**config.mk**
```make
export PLATFORM = sky130hd
export DESIGN_NAME = pmt_period_match_timer8
export DESIGN_NICKNAME = d
export VERILOG_FILES = /design/src/pmt_pkg.sv /design/src/pmt_period_match_timer8.sv
export SDC_FILE = /design/constraint.sdc
export NUM_CORES = 1
export LEC_CHECK = 0
export BUFFER_PORTS_ARGS = -buffer_cell sky130_fd_sc_hd__buf_2
export CAP_MARGIN = 10
export CORE_ASPECT_RATIO = 2
export CORE_MARGIN = 10
export CORE_UTILIZATION = 40
export CTS_BUF_LIST = sky130_fd_sc_hd__clkbuf_8
export DETAILED_ROUTE_END_ITERATION = 16
export GPL_TIMING_DRIVEN = 0
export PLACE_DENSITY = 0.66
export SLEW_MARGIN = 30
export SYNTH_ARGS = -nofsm -noshare
export SYNTH_HDL_FRONTEND = slang
export SYNTH_SLANG_ARGS = --single-unit
```
**constraint.sdc**
```tcl
create_clock -name mclk -period 2.2 [get_ports mclk]
set_clock_uncertainty 0.15 [all_clocks]
set_input_delay 0.11 -clock mclk [delete_from_list [all_inputs] [get_ports mclk]]
set_output_delay 0.11 -clock mclk [all_outputs]
set_load 0.02 [all_outputs]
```
**src/pmt_pkg.sv**
```systemverilog
/*
  Constants for the 8-bit period match timer: register indices, field
  positions, reset values and scaler codes.
  Assumes a 32-bit Avalon-MM slave that places each 8-bit register in
  the low byte of one aligned word, at byte address four times its index.
*/
// What this block does
// - Counter counts up from zero and returns to zero after matching the limit.
// - Period limit is software read/write and resets to all ones.
// - Counter value is software read/write and resets to zero.
// - Counter clock is quarter-rate clock through a 1, 4 or 16 prescaler.
// - Each match feeds a 4-bit postscaler dividing by one to sixteen.
// - Postscaler terminal count sets the period flag at flag bit 1.
// - Counter or control writes, and reset, clear both scaler counters.
// - A control write leaves the counter value unchanged.
// - Counter stops while the on bit is clear, resumes when set.
// - Control holds postscale 6:3, on 2, prescale 1:0; bit 7 reads zero.
// - Match pulse before the postscaler goes out to the serial port.
// - Counter and match are offered to the PWM unit as time base.
// - Enable register holds the period enable at bit 1; resets zero.
`default_nettype none

package pmt_pkg;

  // Register indices; byte address is four times the index.
  localparam logic [7:0] IDX_IRQ_FLAGS   = 8'h0c;
  localparam logic [7:0] IDX_COUNTER     = 8'h11;
  localparam logic [7:0] IDX_CONTROL     = 8'h12;
  localparam logic [7:0] IDX_IRQ_ENABLES = 8'h8c;
  localparam logic [7:0] IDX_LIMIT       = 8'h92;

  // Bus geometry.
  localparam int ADDR_W = 10;
  localparam int DATA_W = 32;
  localparam int REG_W  = 8;

  // Reset values.
  localparam logic [7:0] RST_LIMIT   = 8'hff;
  localparam logic [7:0] RST_COUNTER = 8'h00;
  localparam logic [6:0] RST_CONTROL = 7'h00;

  // Control field positions.
  localparam int CTL_PRE_LO  = 0;
  localparam int CTL_PRE_HI  = 1;
  localparam int CTL_ON      = 2;
  localparam int CTL_POST_LO = 3;
  localparam int CTL_POST_HI = 6;

  // Interrupt flag and enable position.
  localparam int IRQ_PERIOD_BIT = 1;

  // Prescaler terminal counts, one less than the ratio.
  localparam logic [3:0] PRE_TERM_1  = 4'h0;
  localparam logic [3:0] PRE_TERM_4  = 4'h3;
  localparam logic [3:0] PRE_TERM_16 = 4'hf;

  // Default divider from core clock to instruction clock.
  localparam int QUARTER_DIV = 4;

endpackage : pmt_pkg

`default_nettype wire

```
**src/pmt_period_match_timer8.sv**
```systemverilog
/*
  The 8-bit period match timer with its Avalon-MM register slave, its
  prescaler and postscaler, the period interrupt and the time-base
  outputs toward the serial port and the PWM unit.
  Assumes one clock, mclk, with reset asynchronous and active high, and a
  master that holds each request until it sees waitrequest low.
*/
// Chosen here: the Avalon-MM slave port.
`timescale 1ns/1ps
`default_nettype none

module pmt_period_match_timer8
  import pmt_pkg::*;
#(
  parameter int QDIV = pmt_pkg::QUARTER_DIV
) (
  input  wire logic                      mclk,
  input  wire logic                      reset,
  input  wire logic [pmt_pkg::ADDR_W-1:0] address,
  input  wire logic                      read,
  input  wire logic                      write,
  input  wire logic [pmt_pkg::DATA_W-1:0] writedata,
  input  wire logic [3:0]                byteenable,
  output var  logic [pmt_pkg::DATA_W-1:0] readdata,
  output logic                           waitrequest,
  output logic                           irq,
  output var  logic                      sspMatchPulse,
  output var  logic [pmt_pkg::REG_W-1:0]  pwmCount,
  output var  logic                      pwmMatchPulse
);

  // Width of the quarter-rate phase counter.
  localparam int QW = (QDIV > 1) ? $clog2(QDIV) : 1;
  localparam logic [QW-1:0] QLAST = QW'(QDIV - 1);

  // Maps the prescale code onto its terminal count.
  function automatic logic [3:0] pre_term(input logic [1:0] sel);
    logic [3:0] t;
    t = PRE_TERM_16;
    if (sel == 2'b00) begin
      t = PRE_TERM_1;
    end else if (sel == 2'b01) begin
      t = PRE_TERM_4;
    end
    return t;
  endfunction : pre_term

  // Register state.
  logic [REG_W-1:0]  counterFf;
  logic [REG_W-1:0]  limitFf;
  logic [6:0]        controlFf;
  logic              flagFf;
  logic              enableFf;
  logic [3:0]        preCntFf;
  logic [3:0]        postCntFf;
  logic [QW-1:0]     phaseFf;
  logic              ackFf;
  logic [DATA_W-1:0] readdataFf;
  logic              matchFf;

  // Next values.
  logic [REG_W-1:0]  nxt_counter;
  logic [3:0]        nxt_preCnt;
  logic [3:0]        nxt_postCnt;
  logic              nxt_flag;

  // Bus decode.
  wire logic [7:0] regIdx   = address[ADDR_W-1:2];
  wire logic       accept   = ackFf & (read | write);
  wire logic       wrLane   = write & ackFf & byteenable[0];
  wire logic [7:0] wrByte   = writedata[7:0];
  wire logic       wrFlags  = wrLane & (regIdx == IDX_IRQ_FLAGS);
  wire logic       wrCount  = wrLane & (regIdx == IDX_COUNTER);
  wire logic       wrCtrl   = wrLane & (regIdx == IDX_CONTROL);
  wire logic       wrEnab   = wrLane & (regIdx == IDX_IRQ_ENABLES);
  wire logic       wrLimit  = wrLane & (regIdx == IDX_LIMIT);

  // Control fields.
  wire logic [1:0] preSel   = controlFf[CTL_PRE_HI:CTL_PRE_LO];
  wire logic       counterOn = controlFf[CTL_ON];
  wire logic [3:0] postSel  = controlFf[CTL_POST_HI:CTL_POST_LO];

  // Time-base ticks; a control write swallows the tick of its cycle.
  wire logic quarterTick = (phaseFf == QLAST);
  wire logic preDone     = (preCntFf == pre_term(preSel));
  wire logic stepEn      = quarterTick & counterOn & ~wrCtrl;
  wire logic incTick     = stepEn & preDone;
  wire logic matchNow    = incTick & (counterFf == limitFf);
  wire logic postDone    = (postCntFf == postSel);
  wire logic flagEvent   = matchNow & postDone;

  // Read multiplexer; unmapped indices and upper bits read zero.
  wire logic [7:0] rdByte =
    (regIdx == IDX_IRQ_FLAGS)   ? 8'({flagFf, 1'b0}) :
    (regIdx == IDX_COUNTER)     ? counterFf :
    (regIdx == IDX_CONTROL)     ? {1'b0, controlFf} :
    (regIdx == IDX_IRQ_ENABLES) ? 8'({enableFf, 1'b0}) :
    (regIdx == IDX_LIMIT)       ? limitFf :
    8'h00;

  // Every access waits exactly one cycle before it is answered.
  assign waitrequest = (read | write) & ~ackFf;
  assign readdata    = readdataFf;

  // One level line for the unmasked period flag.
  assign irq = flagFf & enableFf;

  // Counter next value; a software write beats a coincident step.
  always_comb begin
    nxt_counter = counterFf;
    if (wrCount) begin
      nxt_counter = wrByte;
    end else if (matchNow) begin
      nxt_counter = RST_COUNTER;
    end else if (incTick) begin
      nxt_counter = REG_W'(counterFf + 8'h01);
    end
  end

  // Prescaler next value; it only runs while the timer is on.
  always_comb begin
    nxt_preCnt = preCntFf;
    if (wrCount | wrCtrl) begin
      nxt_preCnt = 4'h0;
    end else if (stepEn) begin
      nxt_preCnt = preDone ? 4'h0 : 4'(preCntFf + 4'h1);
    end
  end

  // Postscaler next value, advanced once per period match.
  always_comb begin
    nxt_postCnt = postCntFf;
    if (wrCount | wrCtrl) begin
      nxt_postCnt = 4'h0;
    end else if (matchNow) begin
      nxt_postCnt = postDone ? 4'h0 : 4'(postCntFf + 4'h1);
    end
  end

  // A hardware set wins over a write-one clear in the same cycle.
  always_comb begin
    nxt_flag = flagFf;
    if (wrFlags & wrByte[IRQ_PERIOD_BIT]) begin
      nxt_flag = 1'b0;
    end
    if (flagEvent) begin
      nxt_flag = 1'b1;
    end
  end

  // Bus handshake and registered read data.
  always_ff @(posedge mclk or posedge reset) begin
    if (reset) begin
      ackFf      <= 1'b0;
      readdataFf <= '0;
    end else begin
      ackFf      <= waitrequest;
      readdataFf <= (read & ~ackFf) ? DATA_W'(rdByte) : readdataFf;
    end
  end

  // Software-owned configuration.
  always_ff @(posedge mclk or posedge reset) begin
    if (reset) begin
      limitFf   <= RST_LIMIT;
      controlFf <= RST_CONTROL;
      enableFf  <= 1'b0;
    end else begin
      if (wrLimit) begin
        limitFf <= wrByte;
      end
      if (wrCtrl) begin
        controlFf <= wrByte[CTL_POST_HI:CTL_PRE_LO];
      end
      if (wrEnab) begin
        enableFf <= wrByte[IRQ_PERIOD_BIT];
      end
    end
  end

  // Quarter-rate phase runs free so the instruction clock never pauses.
  always_ff @(posedge mclk or posedge reset) begin
    if (reset) begin
      phaseFf <= '0;
    end else begin
      phaseFf <= quarterTick ? '0 : QW'(phaseFf + 1'b1);
    end
  end

  // Counter, scalers and flag.
  always_ff @(posedge mclk or posedge reset) begin
    if (reset) begin
      counterFf <= RST_COUNTER;
      preCntFf  <= 4'h0;
      postCntFf <= 4'h0;
      flagFf    <= 1'b0;
      matchFf   <= 1'b0;
    end else begin
      counterFf <= nxt_counter;
      preCntFf  <= nxt_preCnt;
      postCntFf <= nxt_postCnt;
      flagFf    <= nxt_flag;
      matchFf   <= matchNow;
    end
  end

  // Time base for the serial port and the PWM unit, both registered.
  assign sspMatchPulse = matchFf;
  assign pwmMatchPulse = matchFf;
  assign pwmCount      = counterFf;

  // Checks on the timer behaviour.
  property p_wrapZero;
    @(posedge mclk) disable iff (reset)
      (matchNow && !wrCount) |=> (counterFf == 8'h00);
  endproperty
  a_wrapZero: assert property (p_wrapZero)
    else $error("Counter did not wrap to zero on match.");

  property p_advance;
    @(posedge mclk) disable iff (reset)
      (incTick && !matchNow && !wrCount)
        |=> (counterFf == 8'($past(counterFf) + 8'h01));
  endproperty
  a_advance: assert property (p_advance)
    else $error("Counter did not advance by one.");

  property p_stopped;
    @(posedge mclk) disable iff (reset)
      (!counterOn && !wrCount) |=> $stable(counterFf);
  endproperty
  a_stopped: assert property (p_stopped)
    else $error("Counter moved while the timer was off.");

  property p_ctrlKeeps;
    @(posedge mclk) disable iff (reset)
      (wrCtrl && !wrCount) |=> (counterFf == $past(counterFf));
  endproperty
  a_ctrlKeeps: assert property (p_ctrlKeeps)
    else $error("Control write changed the counter.");

  property p_clearScalers;
    @(posedge mclk) disable iff (reset)
      (wrCtrl || wrCount) |=> (preCntFf == 4'h0 && postCntFf == 4'h0);
  endproperty
  a_clearScalers: assert property (p_clearScalers)
    else $error("Scalers not cleared by a counter or control write.");

  property p_flagSet;
    @(posedge mclk) disable iff (reset)
      (matchNow && postCntFf == postSel) |=> flagFf;
  endproperty
  a_flagSet: assert property (p_flagSet)
    else $error("Period flag not set at postscaler terminal count.");

  property p_postStep;
    @(posedge mclk) disable iff (reset)
      (matchNow && !postDone && !wrCount)
        |=> (postCntFf == 4'($past(postCntFf) + 4'h1));
  endproperty
  a_postStep: assert property (p_postStep)
    else $error("Postscaler did not count the match.");

  property p_quarter;
    @(posedge mclk) disable iff (reset)
      quarterTick |=> (phaseFf == '0);
  endproperty
  a_quarter: assert property (p_quarter)
    else $error("Phase did not restart after the instruction tick.");

  property p_phaseStep;
    @(posedge mclk) disable iff (reset)
      !quarterTick |=> (phaseFf == QW'($past(phaseFf) + 1'b1));
  endproperty
  a_phaseStep: assert property (p_phaseStep)
    else $error("Phase did not advance between instruction ticks.");

  property p_sspPulse;
    @(posedge mclk) disable iff (reset)
      (matchNow && !wrCount) |=> (sspMatchPulse && counterFf == 8'h00)
        ##1 !sspMatchPulse;
  endproperty
  a_sspPulse: assert property (p_sspPulse)
    else $error("Serial port match pulse wrong.");

  property p_irqLine;
    @(posedge mclk) disable iff (reset)
      irq == (flagFf && enableFf);
  endproperty
  a_irqLine: assert property (p_irqLine)
    else $error("Interrupt line disagrees with flag and enable.");

  property p_bit7Zero;
    @(posedge mclk) disable iff (reset)
      (accept && read && regIdx == IDX_CONTROL) |-> !readdata[7];
  endproperty
  a_bit7Zero: assert property (p_bit7Zero)
    else $error("Control bit 7 read as one.");

  // Checks on the register bus, the scalers and the interrupt.
  property p_oneWait;
    @(posedge mclk) disable iff (reset)
      waitrequest |=> !waitrequest;
  endproperty
  a_oneWait: assert property (p_oneWait)
    else $error("Waitrequest stood for more than one cycle.");

  property p_limitWrite;
    @(posedge mclk) disable iff (reset)
      wrLimit |=> (limitFf == $past(wrByte));
  endproperty
  a_limitWrite: assert property (p_limitWrite)
    else $error("Period limit did not take the written value.");

  property p_counterWrite;
    @(posedge mclk) disable iff (reset)
      wrCount |=> (counterFf == $past(wrByte));
  endproperty
  a_counterWrite: assert property (p_counterWrite)
    else $error("Counter did not take the written value.");

  property p_countRead;
    @(posedge mclk) disable iff (reset)
      (read && !ackFf && regIdx == IDX_COUNTER)
        |=> (readdata == DATA_W'($past(counterFf)));
  endproperty
  a_countRead: assert property (p_countRead)
    else $error("Counter read returned a wrong value.");

  property p_preStep;
    @(posedge mclk) disable iff (reset)
      (stepEn && !preDone && !wrCount)
        |=> (preCntFf == 4'($past(preCntFf) + 4'h1));
  endproperty
  a_preStep: assert property (p_preStep)
    else $error("Prescaler did not count the instruction tick.");

  property p_preOne;
    @(posedge mclk) disable iff (reset)
      (preSel != 2'b00) || (preCntFf == 4'h0);
  endproperty
  a_preOne: assert property (p_preOne)
    else $error("Prescaler moved while dividing by one.");

  property p_preFour;
    @(posedge mclk) disable iff (reset)
      (preSel != 2'b01) || (preCntFf <= PRE_TERM_4);
  endproperty
  a_preFour: assert property (p_preFour)
    else $error("Prescaler passed its divide-by-four end.");

  property p_flagSticky;
    @(posedge mclk) disable iff (reset)
      (flagFf && !(wrFlags && wrByte[IRQ_PERIOD_BIT])) |=> flagFf;
  endproperty
  a_flagSticky: assert property (p_flagSticky)
    else $error("Period flag dropped without a clear.");

  property p_flagClear;
    @(posedge mclk) disable iff (reset)
      (wrFlags && wrByte[IRQ_PERIOD_BIT] && !flagEvent) |=> !flagFf;
  endproperty
  a_flagClear: assert property (p_flagClear)
    else $error("Writing one did not clear the period flag.");

  property p_noEarlyFlag;
    @(posedge mclk) disable iff (reset)
      (matchNow && !postDone && !flagFf) |=> !flagFf;
  endproperty
  a_noEarlyFlag: assert property (p_noEarlyFlag)
    else $error("Period flag set before the postscaler end.");

  property p_enableWrite;
    @(posedge mclk) disable iff (reset)
      wrEnab |=> (enableFf == $past(wrByte[IRQ_PERIOD_BIT]));
  endproperty
  a_enableWrite: assert property (p_enableWrite)
    else $error("Period enable did not take the written value.");

  property p_irqRises;
    @(posedge mclk) disable iff (reset)
      (wrEnab && wrByte[IRQ_PERIOD_BIT] && flagFf) |=> irq;
  endproperty
  a_irqRises: assert property (p_irqRises)
    else $error("Interrupt did not rise when a set flag was unmasked.");

endmodule : pmt_period_match_timer8

`default_nettype wire

```
==> results.tsv <==
stage	metric	value	unit
clock_tree	cts_tree	yes	
synth	ys_seq_area_share	42.1	%
route	avgViaCountPerCell	5.24	
floorplan	ioPinCount	94	
floorplan	die_w	78.1	um
min_path	hp-class	primary input to register	
setup_path	critPathMaxFanout	8	
clock_tree	path_clk_slew	0.10	ns
setup_path	startpoint_type	register	
route	drtIter0Drc	113	
cells_and_area	stdcell_count	451	
route	wl_per_cell	17.2	um
placed_design	portBuffers	40	
route	drt_wl_total	7.78	mm
setup_path	worst_r2r_startpoint	limitFf[7]$_DFFE_PP1P_	
setup_path	path_delay_family	simple AND/OR/NAND/NOR gates	
clock_tree	cts_root_buffer	clkbuf_8	
synth	yosysTopAreaCell	dfrtp_1	
cells_and_area	num_antenna_cells	0	
sta	fmax	458	MHz
setup_path	cp.buffers_inverters	0	
cells_and_area	final_nets	416	
global_routing	grt.overflow.total	0	
global_routing	antenna_found_initial	0	
power	p_leak	1.68	nW
run_status	status	finished clean	
sta	setup_tns	0	ns
sta	final.period_utilization	99.3	%
global_routing	grt_max_degree	27	
synth	synthArstFlopShare	100	%
sta	setup_viol	0	
cells_and_area	syn2layout_area_growth	28.3	%
synth	synth_top_flop_cell	dfrtp_1	
route	drcViolationCount	0	
sta	tightestPinTransition	0.769	ns
sta	grt_setup_unrepaired	yes	
placed_design	dpl_cell_area	3120	um2
floorplan	core_area	6570	um2
placed_design	dp_hpwl	5.85	mm
min_path	holdCritStartpoint	address[9]	
power	ir_worst_vdd	0.000450	V
synth	synth_cell_types	54	
cells_and_area	nFillCells	632	
setup_path	cp-end-kind	register	
synth	synth_cells	273	
synth	netlist_area	2700	um2
global_routing	grt_pass1_wl	12.6	mm
placed_design	placed_cells	425	
setup_path	cp.required	2.25	ns
cells_and_area	layout_common_cells	buf_2, buf_4, dfrtp_1	
setup_path	cp_cell_sequence	xor2_1, nor4_4, nand2_4, or3_4, o41ai_2	
run	maxCapViolations	0	
synth	synth_area_leaders	dfrtp_1, dfstp_2, buf_4, mux2_1, xor2_1	
route	dr_total_vias	2364	
synth	yosys_warnings	0	
setup_path	startpoint	limitFf[7]$_DFFE_PP1P_	
floorplan	num_rows	42	
floorplan	start_util	41.1	%
sta	min_period	2.18	ns
synth	synth.top_cell.area_share	34.3	%
synth	avgSynthCellArea	9.88	um2
global_routing	globalRouteTotalUtil	14.8	%
route	antenna_left	0	
floorplan	die_area	10600	um2
clock_tree	clockBufferDepth	2	
floorplan	die_y	136	um
setup_path	slowest_delay	0.55	ns
setup_path	cpMaxStageDelayCell	dfstp_2	
clock_tree	cts_sinks	45	
clock_tree	clkLatencyLatePin	0.31	ns
synth	ys_ff_latch	45	
setup_path	critPathKind	register to register	
cells_and_area	drive_above_1_share	33.1	%
placed_design	place_congestion	0.902	
clock_tree	htree_num_levels	2	
cells_and_area	final_common_cell	buf_2	
sta	hold_viol	0	
setup_path	crit_arrival	2.24	ns
global_routing	grt_pass1_vias	2455	
route	first_pass_iters	4	
power	p_per_area	485	nW/um2
sta	slew_headroom	48.0	%
sta	slew_viol_final	0	
clock_tree	cts_buffers	5	
cells_and_area	final_area	3460	um2
synth	synth_edf_count	0	
==> cell type report <==
cell class                      instances  area, um2  share of cell area, %
Tap cell                               88        110                   3.18
Clock inverter                          2       11.3                  0.325
Timing Repair Buffer                   60        390                   11.3
Inverter                                3       11.3                  0.325
Sequential cell                        45       1140                   33.0
Multi-Input combinational cell        212       1480                   42.8
Clock buffer                            6       82.6                   2.39
Buffer                                 35        231                   6.69
==> worst min-delay path, stage by stage <==
cell	delay, ns
buf_2	0.12
nor3_1	0.08
nand2_1	0.07
o221ai_1	0.11
==> layer usage <==
layer	up-vias	GRT usage [%]	part of all wire [%]
met5	-	0	0
met1	1158	14.7	35
met3	16	3.57	5.2
li1	1120	-	-
met4	0	6.01	2.9
met2	70	28.0	57
==> where the power goes <==
group	internal [mW]	switching, mW
clock	0.251	0.288
combinational	0.110	0.155
sequential	0.847	0.0267
total	1.21	0.469
==> synthesized netlist by cell type (2+ instances only) <==
cell type	number
a31oi_1	8
ha_1	4
nor3_1	2
buf_2	3
nand3_1	8
and2_1	4
o21ai_0	2
inv_1	3
and3_1	5
nand4b_1	3
o311ai_1	2
o21ai_1	16
nand2_1	16
nand4_1	3
or3_4	2
xor2_1	13
a32oi_1	2
clkbuf_1	8
or4_1	3
a22oi_1	7
or3_1	2
nor4b_1	2
nor3b_1	2
dfrtp_1	37
nor2_1	27
dfstp_2	8
nor4_4	3
a21boi_0	3
a21oi_1	12
buf_4	25
mux2_1	15
==> sequential cells by signal (all words and copies together) (netlist names) <==
name           flops
limitFf            8
preCntFf           4
flagFf             1
pwmMatchPulse      1
readdata           8
phaseFf            2
pwmCount           8
enableFf           1
controlFf          7
postCntFf          4
ackFf              1
==> repair_timing <==
item,in CTS,in global routing
setup buffers,6,2
hold buffers,11,0
gates cloned,0,0
pin swaps,4,4
endpoints found under the setup margin,10,13
resized for setup,7,11
hold endpoints to repair,45,0
==> worst paths after layout <==
kind	to	slack [ns]	cells past startpoint
worst max-delay path	postCntFf[3]$_DFFE_PP0P_	0.02	5
worst min-delay path	readdata[1]$_DFFE_PP0P_	0.06	4
worst max register to register	postCntFf[3]$_DFFE_PP0P_	0.02	5
worst min register to register	phaseFf[0]$_DFF_PP0_	0.29	1
max in group asynchronous	limitFf[4]$_DFFE_PP1P_	1.12	4
min in group asynchronous	ackFf$_DFF_PP0_	0.19	3
==> metrics by stage <==
stage | setup slack (ns) | util (%) | hold WS [ns] | power (mW)
final | 0.0162 | 52.7 | 0.0610 | 1.68
after global routing | -0.0911 | 52.7 | 0.0814 | 1.75
after detailed placement | -0.131 | 47.4 | -0.00535 | 1.12
after floorplan | 0.00838 | - | 0.0947 | 1.05
after CTS | -0.00599 | 51.8 | 0.0425 | 1.68
after global placement | -0.133 | 47.1 | 0.212 | 1.11
==> cells by family after synthesis <==
family | count (synthesis) | synth area share, %
compound gates | 63 | 15.4
xor+xnor | 13 | 4.22
fa+ha+maj | 4 | 1.86
buf+inv | 39 | 9.04
flops | 45 | 42.1
mux | 17 | 7.05
other cells | 1 | 0.139
simple gates | 91 | 20.2
(Power assumes the default switching activity.)
